### src/rtl/mic_pkg.sv
// Function
// - exactly four request sources accepted
// - global enable at control bit 7
// - reset clears global enable
// - return-from-irq sets global enable again
// - accept: clear enable, push, vector 0004h
// - external event latency three to four cycles
// - flags set regardless of any enable
// - three flags readable in control register
// - external pin edge chosen by option bit 6
// - selected edge sets control bit 1
// - control bit 4 masks external interrupt
// - pin wakes sleep only if enabled
// - timer FFh to 00h sets bit 2
// - control bit 5 enables timer interrupt
// - port change sets bit 0, enable bit 3
// - memory write done flag, enable bit 6
// - enabled event wakes regardless of global enable
package mic_pkg;
    localparam int NSRC = 4;
    localparam logic [15:0] VECTOR_ADDR = 16'h0004;
    localparam int GIE_BIT = 7;
    localparam int NVME_BIT = 6;
    localparam int TIME_BIT = 5;
    localparam int EXTE_BIT = 4;
    localparam int PCHE_BIT = 3;
    localparam int TIMF_BIT = 2;
    localparam int EXTF_BIT = 1;
    localparam int PCHF_BIT = 0;
    localparam int NVMF_BIT = 4;
    localparam int EDGE_BIT = 6;
    localparam logic [7:0] TIMER_MAX = 8'hFF;
    localparam logic [7:0] TIMER_ZERO = 8'h00;
    localparam logic [7:0] CTRL_RST = 8'h00;
    localparam logic [7:0] OPT_RST = 8'hFF;
    // axi byte offsets
    localparam logic [7:0] A_CTRL = 8'h00;
    localparam logic [7:0] A_OPT = 8'h04;
    localparam logic [7:0] A_NVM = 8'h08;
    localparam logic [7:0] A_STAT = 8'h0C;
    localparam logic [7:0] A_CLR = 8'h10;
    localparam logic [7:0] A_IEN = 8'h14;
    localparam logic [7:0] A_CORE = 8'h18;
    localparam logic [1:0] RESP_OK = 2'h0;
    localparam logic [1:0] RESP_SLVERR = 2'h2;
    // core status event bits
    localparam int EV_ACCEPT = 0;
    localparam int EV_WAKE = 1;
    localparam int EV_RETURN = 2;
    localparam int NEV = 3;
    // last ref_clk count of the four-cycle instruction cycle
    localparam logic [1:0] QCLKS = 2'h3;
endpackage

### src/rtl/mic_sync_if.sv
`timescale 1ns/1ps
interface mic_sync_if;
    logic [5:0] raw;
    logic [5:0] clean;
    modport owner (output raw, input clean);
    modport sync (input raw, output clean);
endinterface

### src/rtl/mic_sync.sv
`timescale 1ns/1ps
module mic_sync
    import mic_pkg::*;
(
    input wire logic ref_clk,
    input wire logic rst_b,
    input wire logic ce,
    mic_sync_if.sync s
);
    typedef struct packed {
        logic [5:0] s1;
        logic [5:0] s2;
        logic [5:0] s3;
        logic [5:0] q;
    } mic_sync_st_t;
    mic_sync_st_t st_reg, st_next;
    always_comb begin
        st_next = st_reg;
        st_next.s1 = s.raw;
        st_next.s2 = st_reg.s1;
        st_next.s3 = st_reg.s2;
        // only agreed levels pass, one glitch never counts
        for (int i = 0; i < 6; i++) begin
            if (st_reg.s2[i] == st_reg.s3[i]) begin
                st_next.q[i] = st_reg.s3[i];
            end
        end
    end
    always_ff @(posedge ref_clk or negedge rst_b) begin
        if (!rst_b) begin
            st_reg <= '0;
        end else if (ce) begin
            st_reg <= st_next;
        end
    end
    assign s.clean = st_reg.q;
endmodule

### src/rtl/mic_top.sv
// Decided for this implementation: register access over AXI4-Lite and the register addresses.
`timescale 1ns/1ps
module mic_top
    import mic_pkg::*;
(
    input wire logic ref_clk,
    input wire logic rst_b,
    input wire logic clk_en,
    input wire logic ext_irq_pin,
    input wire logic [3:0] port_hi_pins,
    input wire logic nvm_write_done,
    input wire logic [7:0] timer_counter_reg,
    input wire logic [15:0] core_pc,
    input wire logic core_sleep,
    input wire logic return_from_irq_op,
    input wire logic core_ack,
    input wire logic [7:0] s_axi_awaddr,
    input wire logic s_axi_awvalid,
    output logic s_axi_awready,
    input wire logic [31:0] s_axi_wdata,
    input wire logic [3:0] s_axi_wstrb,
    input wire logic s_axi_wvalid,
    output logic s_axi_wready,
    output logic [1:0] s_axi_bresp,
    output logic s_axi_bvalid,
    input wire logic s_axi_bready,
    input wire logic [7:0] s_axi_araddr,
    input wire logic s_axi_arvalid,
    output logic s_axi_arready,
    output logic [31:0] s_axi_rdata,
    output logic [1:0] s_axi_rresp,
    output logic s_axi_rvalid,
    input wire logic s_axi_rready,
    output logic core_irq_req,
    output logic core_wake,
    output logic core_vector_load,
    output logic [15:0] core_vector,
    output logic stack_push,
    output logic [15:0] stack_push_data,
    output logic irq_out
);
    typedef enum logic [1:0] {
        IDLE,
        WAIT_Q,
        VECT
    } mic_state_t;

    typedef struct packed {
        logic [7:0] ctrl;
        logic [7:0] opt;
        logic nvm_flag;
        logic [NEV-1:0] stat;
        logic [NEV-1:0] ien;
        logic ext_prev;
        logic [3:0] port_prev;
        logic [7:0] tmr_prev;
        logic nvm_prev;
        logic primed;
        logic [1:0] qcnt;
        logic [2:0] lat;
        mic_state_t state;
        logic aw_got;
        logic w_got;
        logic [7:0] awaddr;
        logic [31:0] wdata;
        logic [3:0] wstrb;
        logic bvalid;
        logic [1:0] bresp;
        logic rvalid;
        logic [31:0] rdata;
        logic [1:0] rresp;
        logic irq_req;
        logic wake;
        logic vload;
        logic push;
        logic [15:0] push_pc;
        logic irq;
    } mic_st_t;

    mic_st_t st_reg, st_next;
    mic_sync_if sif();

    assign sif.raw = {nvm_write_done, port_hi_pins, ext_irq_pin};

    mic_sync u_sync (
        .ref_clk(ref_clk),
        .rst_b(rst_b),
        .ce(clk_en),
        .s(sif)
    );

    logic ext_now;
    logic [3:0] port_now;
    logic nvm_now;
    logic ext_edge;
    logic port_chg;
    logic nvm_done;
    logic tmr_ovf;
    logic [NSRC-1:0] pend;
    logic any_pend;
    logic [7:0] rd_word;
    logic rd_ok;
    logic wr_go;
    logic rd_go;
    logic [NEV-1:0] ev;

    assign ext_now = sif.clean[0];
    assign port_now = sif.clean[4:1];
    assign nvm_now = sif.clean[5];

    always_comb begin
        // rising or falling per edge select
        ext_edge = st_reg.primed && (st_reg.opt[EDGE_BIT] ?
            (ext_now && !st_reg.ext_prev) : (!ext_now && st_reg.ext_prev));
        port_chg = st_reg.primed && (port_now != st_reg.port_prev);
        nvm_done = st_reg.primed && nvm_now && !st_reg.nvm_prev;
        tmr_ovf = st_reg.primed && (st_reg.tmr_prev == TIMER_MAX) &&
            (timer_counter_reg == TIMER_ZERO);
        // the four sources, each flag paired with its enable
        pend[0] = st_reg.ctrl[EXTF_BIT] && st_reg.ctrl[EXTE_BIT];
        pend[1] = st_reg.ctrl[TIMF_BIT] && st_reg.ctrl[TIME_BIT];
        pend[2] = st_reg.ctrl[PCHF_BIT] && st_reg.ctrl[PCHE_BIT];
        pend[3] = st_reg.nvm_flag && st_reg.ctrl[NVME_BIT];
        any_pend = |pend;
        wr_go = st_reg.aw_got && st_reg.w_got && !st_reg.bvalid;
        rd_go = s_axi_arvalid && !st_reg.rvalid;
        rd_ok = 1'b1;
        rd_word = 8'h00;
        unique case (s_axi_araddr)
            A_CTRL: rd_word = st_reg.ctrl;
            A_OPT: rd_word = st_reg.opt;
            A_NVM: rd_word = {3'h0, st_reg.nvm_flag, 4'h0};
            A_STAT: rd_word = {5'h00, st_reg.stat};
            A_IEN: rd_word = {5'h00, st_reg.ien};
            A_CLR: rd_word = 8'h00;
            A_CORE: rd_word = {4'h0, core_sleep, 1'b0, st_reg.state == IDLE, st_reg.irq_req};
            default: rd_ok = 1'b0;
        endcase
    end

    always_comb begin
        st_next = st_reg;
        ev = '0;
        st_next.primed = 1'b1;
        st_next.ext_prev = ext_now;
        st_next.port_prev = port_now;
        st_next.nvm_prev = nvm_now;
        st_next.tmr_prev = timer_counter_reg;
        st_next.vload = 1'b0;
        st_next.push = 1'b0;
        st_next.qcnt = (st_reg.qcnt == QCLKS) ? 2'h0 : st_reg.qcnt + 2'h1;

        // axi write channel capture
        if (s_axi_awvalid && !st_reg.aw_got) begin
            st_next.aw_got = 1'b1;
            st_next.awaddr = s_axi_awaddr;
        end
        if (s_axi_wvalid && !st_reg.w_got) begin
            st_next.w_got = 1'b1;
            st_next.wdata = s_axi_wdata;
            st_next.wstrb = s_axi_wstrb;
        end
        if (wr_go) begin
            st_next.aw_got = 1'b0;
            st_next.w_got = 1'b0;
            st_next.bvalid = 1'b1;
            st_next.bresp = RESP_OK;
            if (st_reg.wstrb[0]) begin
                unique case (st_reg.awaddr)
                    A_CTRL: st_next.ctrl = st_reg.wdata[7:0];
                    A_OPT: st_next.opt = st_reg.wdata[7:0];
                    A_NVM: st_next.nvm_flag = st_reg.wdata[NVMF_BIT];
                    A_CLR: st_next.stat = st_reg.stat & ~st_reg.wdata[NEV-1:0];
                    A_IEN: st_next.ien = st_reg.wdata[NEV-1:0];
                    A_STAT, A_CORE: st_next.bresp = RESP_OK;
                    default: st_next.bresp = RESP_SLVERR;
                endcase
            end
        end
        if (st_reg.bvalid && s_axi_bready) begin
            st_next.bvalid = 1'b0;
        end
        if (rd_go) begin
            st_next.rvalid = 1'b1;
            st_next.rdata = {24'h000000, rd_word};
            st_next.rresp = rd_ok ? RESP_OK : RESP_SLVERR;
        end else if (st_reg.rvalid && s_axi_rready) begin
            st_next.rvalid = 1'b0;
        end

        // hardware sets follow software writes, so sets win
        if (ext_edge) st_next.ctrl[EXTF_BIT] = 1'b1;
        if (tmr_ovf) st_next.ctrl[TIMF_BIT] = 1'b1;
        if (port_chg) st_next.ctrl[PCHF_BIT] = 1'b1;
        if (nvm_done) st_next.nvm_flag = 1'b1;

        if (return_from_irq_op) begin
            st_next.ctrl[GIE_BIT] = 1'b1;
            ev[EV_RETURN] = 1'b1;
        end

        // wake needs an enabled pending event only, gie not involved
        st_next.wake = core_sleep && any_pend;
        if (core_sleep && any_pend && !st_reg.wake) ev[EV_WAKE] = 1'b1;

        st_next.irq_req = st_reg.ctrl[GIE_BIT] && any_pend;

        // acceptance aligned to instruction cycle boundaries
        unique case (st_reg.state)
            IDLE: begin
                if (st_reg.irq_req && !core_sleep && st_reg.ctrl[GIE_BIT]) begin
                    st_next.state = WAIT_Q;
                    st_next.lat = 3'h0;
                end
            end
            WAIT_Q: begin
                // two boundaries plus sync gives three to four cycles
                if (st_reg.qcnt == QCLKS) begin
                    st_next.lat = st_reg.lat + 3'h1;
                    if (st_reg.lat == 3'h1) st_next.state = VECT;
                end
                if (!st_reg.ctrl[GIE_BIT]) st_next.state = IDLE;
            end
            VECT: begin
                st_next.ctrl[GIE_BIT] = 1'b0;
                st_next.push = 1'b1;
                st_next.push_pc = core_pc;
                st_next.vload = 1'b1;
                st_next.irq_req = 1'b0;
                ev[EV_ACCEPT] = 1'b1;
                st_next.state = IDLE;
            end
        endcase
        if (core_ack) st_next.irq_req = 1'b0;

        st_next.stat = st_next.stat | ev;
        st_next.irq = |(st_next.stat & st_reg.ien);
    end

    always_ff @(posedge ref_clk or negedge rst_b) begin
        if (!rst_b) begin
            st_reg <= '0;
            st_reg.ctrl <= CTRL_RST;
            st_reg.opt <= OPT_RST;
            st_reg.state <= IDLE;
        end else if (clk_en) begin
            st_reg <= st_next;
        end
    end

    assign s_axi_awready = !st_reg.aw_got;
    assign s_axi_wready = !st_reg.w_got;
    assign s_axi_bvalid = st_reg.bvalid;
    assign s_axi_bresp = st_reg.bresp;
    assign s_axi_arready = !st_reg.rvalid;
    assign s_axi_rvalid = st_reg.rvalid;
    assign s_axi_rdata = st_reg.rdata;
    assign s_axi_rresp = st_reg.rresp;
    assign core_irq_req = st_reg.irq_req;
    assign core_wake = st_reg.wake;
    assign core_vector_load = st_reg.vload;
    assign core_vector = st_reg.vload ? VECTOR_ADDR : 16'h0000;
    assign stack_push = st_reg.push;
    assign stack_push_data = st_reg.push_pc;
    assign irq_out = st_reg.irq;
endmodule

### config.mk
export PLATFORM = sky130hd
export DESIGN_NAME = mic_top
export DESIGN_NICKNAME = d
export VERILOG_FILES = /design/src/rtl/mic_pkg.sv /design/src/rtl/mic_sync_if.sv /design/src/rtl/mic_sync.sv /design/src/rtl/mic_top.sv
export SDC_FILE = /design/constraint.sdc
export NUM_CORES = 1
export LEC_CHECK = 0
export BUFFER_PORTS_ARGS = -buffer_cell sky130_fd_sc_hd__buf_4
export CORE_ASPECT_RATIO = 1.75
export CORE_MARGIN = 2
export CORE_UTILIZATION = 52
export DETAILED_ROUTE_END_ITERATION = 10
export GPL_TIMING_DRIVEN = 1
export HOLD_SLACK_MARGIN = 0.03
export PLACE_DENSITY_LB_ADDON = 0.15
export SKIP_LAST_GASP = 1
export SYNTH_ARGS = -nofsm -noshare
export SYNTH_HDL_FRONTEND = slang
export SYNTH_SLANG_ARGS = --single-unit
### constraint.sdc
create_clock -name ref_clk -period 2 [get_ports ref_clk]
set_clock_uncertainty 0.05 [all_clocks]
set_input_delay 0.3 -clock ref_clk [delete_from_list [all_inputs] [get_ports ref_clk]]
set_output_delay 0.3 -clock ref_clk [all_outputs]
set_load 0.03 [all_outputs]
* After elaboration in Yosys (flattened, before gate mapping)
Index checks and enable logic that the tools add are counted.
** Cells by class
- $add $sub $neg :: 2
- Reductions and logical operators :: 86
- Bitwise logic cells :: 4
- Muxes and demuxes :: 40
- Eq/ne operators :: 28
** Operators with widths (number)
- 8-bit by 5-bit equality test with 1-bit output (second input constant) :: 6
- 8-bit case mux with 6 select lines :: 1
- 23-bit two-way mux :: 2
- 4-bit AND reduction :: 10
- 2-bit nonzero test :: 17
- 8-bit by 4-bit equality test with 1-bit output (second input constant) :: 4
- 2-bit AND reduction :: 15
- 1-bit logical AND :: 24
- 8-bit logical NOT :: 3
- 1-bit two-way mux :: 19
- 18-bit two-way mux :: 1
- 8-bit by 3-bit equality test with 1-bit output (second input constant) :: 2
- 8-bit two-way mux :: 2
- 2-bit two-way mux :: 7
- 7-bit OR reduction :: 2
- 3-bit two-way mux :: 4
- 5-bit two-way mux :: 2
- 1-bit logical NOT :: 9
- 3-bit nonzero test :: 3
- 8-bit equality test (second input constant) :: 1
- 3-bit AND :: 2
- 1-bit equality test :: 6
- 3-bit != test (second input constant) :: 2
- 2-bit case mux with 3 select lines :: 1
- 14 further kinds :: 15
** Storage, ports and cells
- Input port bits :: 93
- Output and inout port bits :: 78
- Register bits after elaboration :: 123
- Word-level logic and storage cells :: 202

* Logic depth before layout (Yosys ltp)
- Word-level depth :: 8
- Mapped depth :: 7
- Mapped depth without buffers :: 6

* Modules after synthesis
A second synthesis with hierarchy kept.
** Unflattened totals
- Cells, all modules :: 501
- Area total of the unflattened synthesis :: 5926.9 µm²
** By module, submodules not included
- mic_top :: area an instance 4919.7 µm², cells an instance 428, times used 1, sequential area each 2412.3 µm²
- mic_sync :: area an instance 1007.2 µm², cells an instance 73, times used 1, sequential area each 600.6 µm²

* Worst setup path after synthesis
Ideal clock, no wire load.
- Kind :: register to register
- Start :: register st_reg, in the netlist s_axi_bvalid
- End :: register st_reg[144] (netlist bit)
- Stages on the path, launching flop included :: 6
- Slack :: 0.262 ns
- Arrival time :: 1.554 ns
- Library setup time :: 0.134 ns
- Path buffers :: 1
- Data required time :: 1.816 ns
- Period minus slack after synthesis :: 1.738 ns
- Cells stage by stage :: dfrtp_1 and4b_1 buf_2 nand3_1 a2111oi_0 nor3_1
** On the way
- Longest elaborated chain between the ends :: 4
** Ends and longest elaborated chain
- start, declared :: RTL line mic_top.sv:80 : mic_st_t st_reg, st_next;
- start signal, assigned :: RTL line mic_top.sv:247 : st_reg <= st_next;
- 1-bit logical NOT :: RTL line mic_top.sv:125 : wr_go = st_reg.aw_got && st_reg.w_got && !st_reg.bvalid;
- 1-bit logical AND :: RTL line mic_top.sv:125
- 2-bit nonzero test (no source line)
- 4-bit AND reduction (no source line)
Every way passes these cells.
A chain may end at the register's enable or synchronous reset.

* Final worst setup path
- Start :: register st_reg[100] (netlist bit)
- End :: register st_reg[136] (netlist bit)
** On the way
- Longest elaborated chain between the ends :: 2
** Ends and longest elaborated chain
- 8-bit by 3-bit equality test with 1-bit output :: RTL line mic_top.sv:169 : unique case (st_reg.awaddr)
- 4-bit AND reduction (no source line)
Every way passes these cells.

==> metrics.yaml <==
layout.area.seq_um2: 3013
drt_iter0_markers: 153
hold_viol: 0
dr.pass1.iters: 4
crit_path_start_kind: "flip-flop"
critPathLaunch: "st_reg[100]"
synth_area_um2: 5818
critPathRequiredTime_ns: 2.28
clock_power_share: 0.308
combPwrFrac: 0.287
rrSetupSlack_ns: 0.25
die_h_um: 143.9
drt-wirelength-per-cell_um: 15.78
synth.top_cell.area_share: 0.4817
critPathKind: "reg2reg"
drc: 0
grt_pass1_wl_um: 18990
switching_share: 0.3365
synth_compound_area_frac: 0.08667
period_share: 0.8756
die_w_um: 83.96
die_area_um2: 12080
yosys.area_share.simple: 0.09075
hold_buffers: 1
area_growth_pct: 20.17
cts.repair.resized: 0
tritoncts: "yes"
synth_top_family_by_area: "multiplexers"
grt_max_degree: 44
design.core.area_um2: 11040
min_period_ns: 1.751
rsz0062_at_grt: "false"
max-cap-violations: 0
synth_seq_cells: 120
yosysWarnings: 0
synth_xor_area_frac: 0.006022
vias: 3945
cp.arrival_ns: 2.03
fillers: 899
crit_path_end: "st_reg[136]"
place_ws_ns: 0.09146
ys_types: 48
wl_met1_um: 4258
synthFlopType: "dfrtp_1"
grt_overflow_total: 0
yosys.area.top_type: "dfrtp_1"
p_seq_frac: 0.404
multiInputGateArea_um2: 2272
irDropWorstVdd_v: 0.001329
worst_r2r_path_depth: 3
num_io_pins: 171
core.rowCount: 51
dr.max_layer_used: "met4"
synthTopCellsByArea: "dfrtp_1 48%, mux2_2 15%, buf_4 8.9%"
track_usage: 0.2014
crit_fanout: 8
muxShareOfSynthArea: 0.1677
timing.fmax_ghz: 0.5711
holdWs_ns: 0.07594
antenna_found_initial: 0
gp_congestion: 0.8106
slew_violations: 0
dp_hpwl_um: 8544
final_nets: 691
cts_root_buf: "clkbuf_16"
clk_path_buf_depth: 2
vias_per_cell: 5.353
wl_met3_um: 683
synth-edff-count: 0
cts-htree-levels: 4
worst_r2r_endpoint: "st_reg[136]"
p_int_mw: 6.169
async_flop_share: 1.000
postSynthAreaPerCell_um2: 11.54
holdCritPathClass: "in2reg"
fin_cells: 737
clock_latency_ns: 0.40
diodes: 0
p_per_area_nw_per_um2: 1330
p_sw_mw: 3.129
finish.utilization: 0.6333
setup_slack_ns: 0.2488
hold_start: "core_pc[9]"
cts_buffers: 17
dpl.cell_count: 704
grt_pass1_vias: 3948
placed_cell_area_um2: 6417
synthAdderAreaFrac: 0.01290
dr_wl_met2_um: 6474
drt_wl_total_um: 11630
yosysSeqAreaShare: 0.5178
power_mw: 9.298
worstReg2RegStart: "st_reg[100]"
final_area_um2: 6992
start_util: 0.5270
maxSlewHeadroom: 0.5763
syn_inst: 504
drive_above_1_share: 0.3884
ant_nets: 0
clk_pin_slew_ns: 0.05
crit_path_end_kind: "flip-flop"
power_leakage_nw: 3.280
clock_sinks: 120
numPortBuffers: 102
post_cts_buffers: 0
largest_register_ffs: 64
fin_setup_tns_ns: 0
status: "complete, no violations"
finalSetupViolCount: 0
tightest_slew_ns: 0.6297
## placed cells by master, fill, tap and decap left out, types with 2 or more instances in the layout
cell	count
a31oi_1	5
nor4_4	2
o211ai_1	3
buf_4	111
clkinv_4	3
o41ai_1	2
nor2b_1	2
clkinv_2	6
dfstp_2	8
a311o_1	2
nor3_1	4
mux2i_1	12
nor4b_2	2
a32o_1	3
a22o_1	2
nand3b_1	3
nor2_1	13
mux2_2	76
dfrtp_1	112
a21oi_1	14
nand2_1	32
nor4_1	4
inv_1	25
a22oi_1	5
buf_12	2
o21ai_0	36
a211oi_1	2
bufinv_16	2
conb_1	41
ha_1	6
clkinvlp_4	2
nand3_1	14
or4_1	2
clkbuf_1	2
o21a_1	2
clkbuf_16	17
nand4_1	7
xor2_1	4
## worst min path at each step
stage / end / slack, ns / cells past startpoint
finish: stack_push_data[9] / 0.08 / 2
global route: st_reg[66] / 0.06 / 2
CTS: st_reg[64] / 0.06 / 2
detailed placement: u_sync.st_next[12] / 0.29 / 1
global placement: u_sync.st_next[12] / 0.29 / 1
floorplan: core_irq_req / -0.05 / 0
## cells by family (layout without fill, tap and decap cells)
| logic type | Yosys count | in the layout |
|---|---|---|
| other cells | 1 | 41 |
| flops | 120 | 120 |
| simple gates | 93 | 93 |
| compound gates | 82 | 82 |
| xor+xnor | 4 | 4 |
| mux | 88 | 88 |
| buf+inv | 110 | 171 |
| fa+ha+maj | 6 | 6 |
## worst max-delay path, cell delays in order (launching register included)
cell and delay (ns):
dfrtp_1 0.43, nor4_4 0.49, nand3_2 0.34, mux2_2 0.37
## layout make-up
cell class,instances,area share
multi-input cells,314,0.3250
inverters,25,0.01342
repair buffers,114,0.1263
well taps,132,0.02362
flip-flops and latches,120,0.4309
clock buffers,19,0.06192
clock inverters,13,0.01879
## cell usage after synthesis (all sizes together) (4+ instances only)
master and count:
a21oi 14, a22oi 5, a31oi 5, buf 80, clkbuf 5, dfrtp 112, dfstp 8, ha 6
inv 25, mux2 76, mux2i 12, nand2 32, nand3 15, nand4 8, nor2 13, nor3 4
nor4 6, o21ai 36, xor2 4
## power groups by stage
stage | Combinational [mW] | Sequential, mW | Clock (mW)
final | 2.67 | 3.76 | 2.87
after global routing | 2.92 | 3.86 | 3.05
after CTS | 2.72 | 3.76 | 2.93
after detailed placement | 2.69 | 3.80 | 0
after global placement | 2.60 | 3.76 | 0
after floorplan | 2.14 | 3.67 | 0
## layer usage
metal,up-vias,GRT usage
met5,-,0
met3,13,0.05629
met4,0,0.08319
li1,1841,-
met2,136,0.3705
met1,1955,0.2154
(Power assumes the default switching activity.)
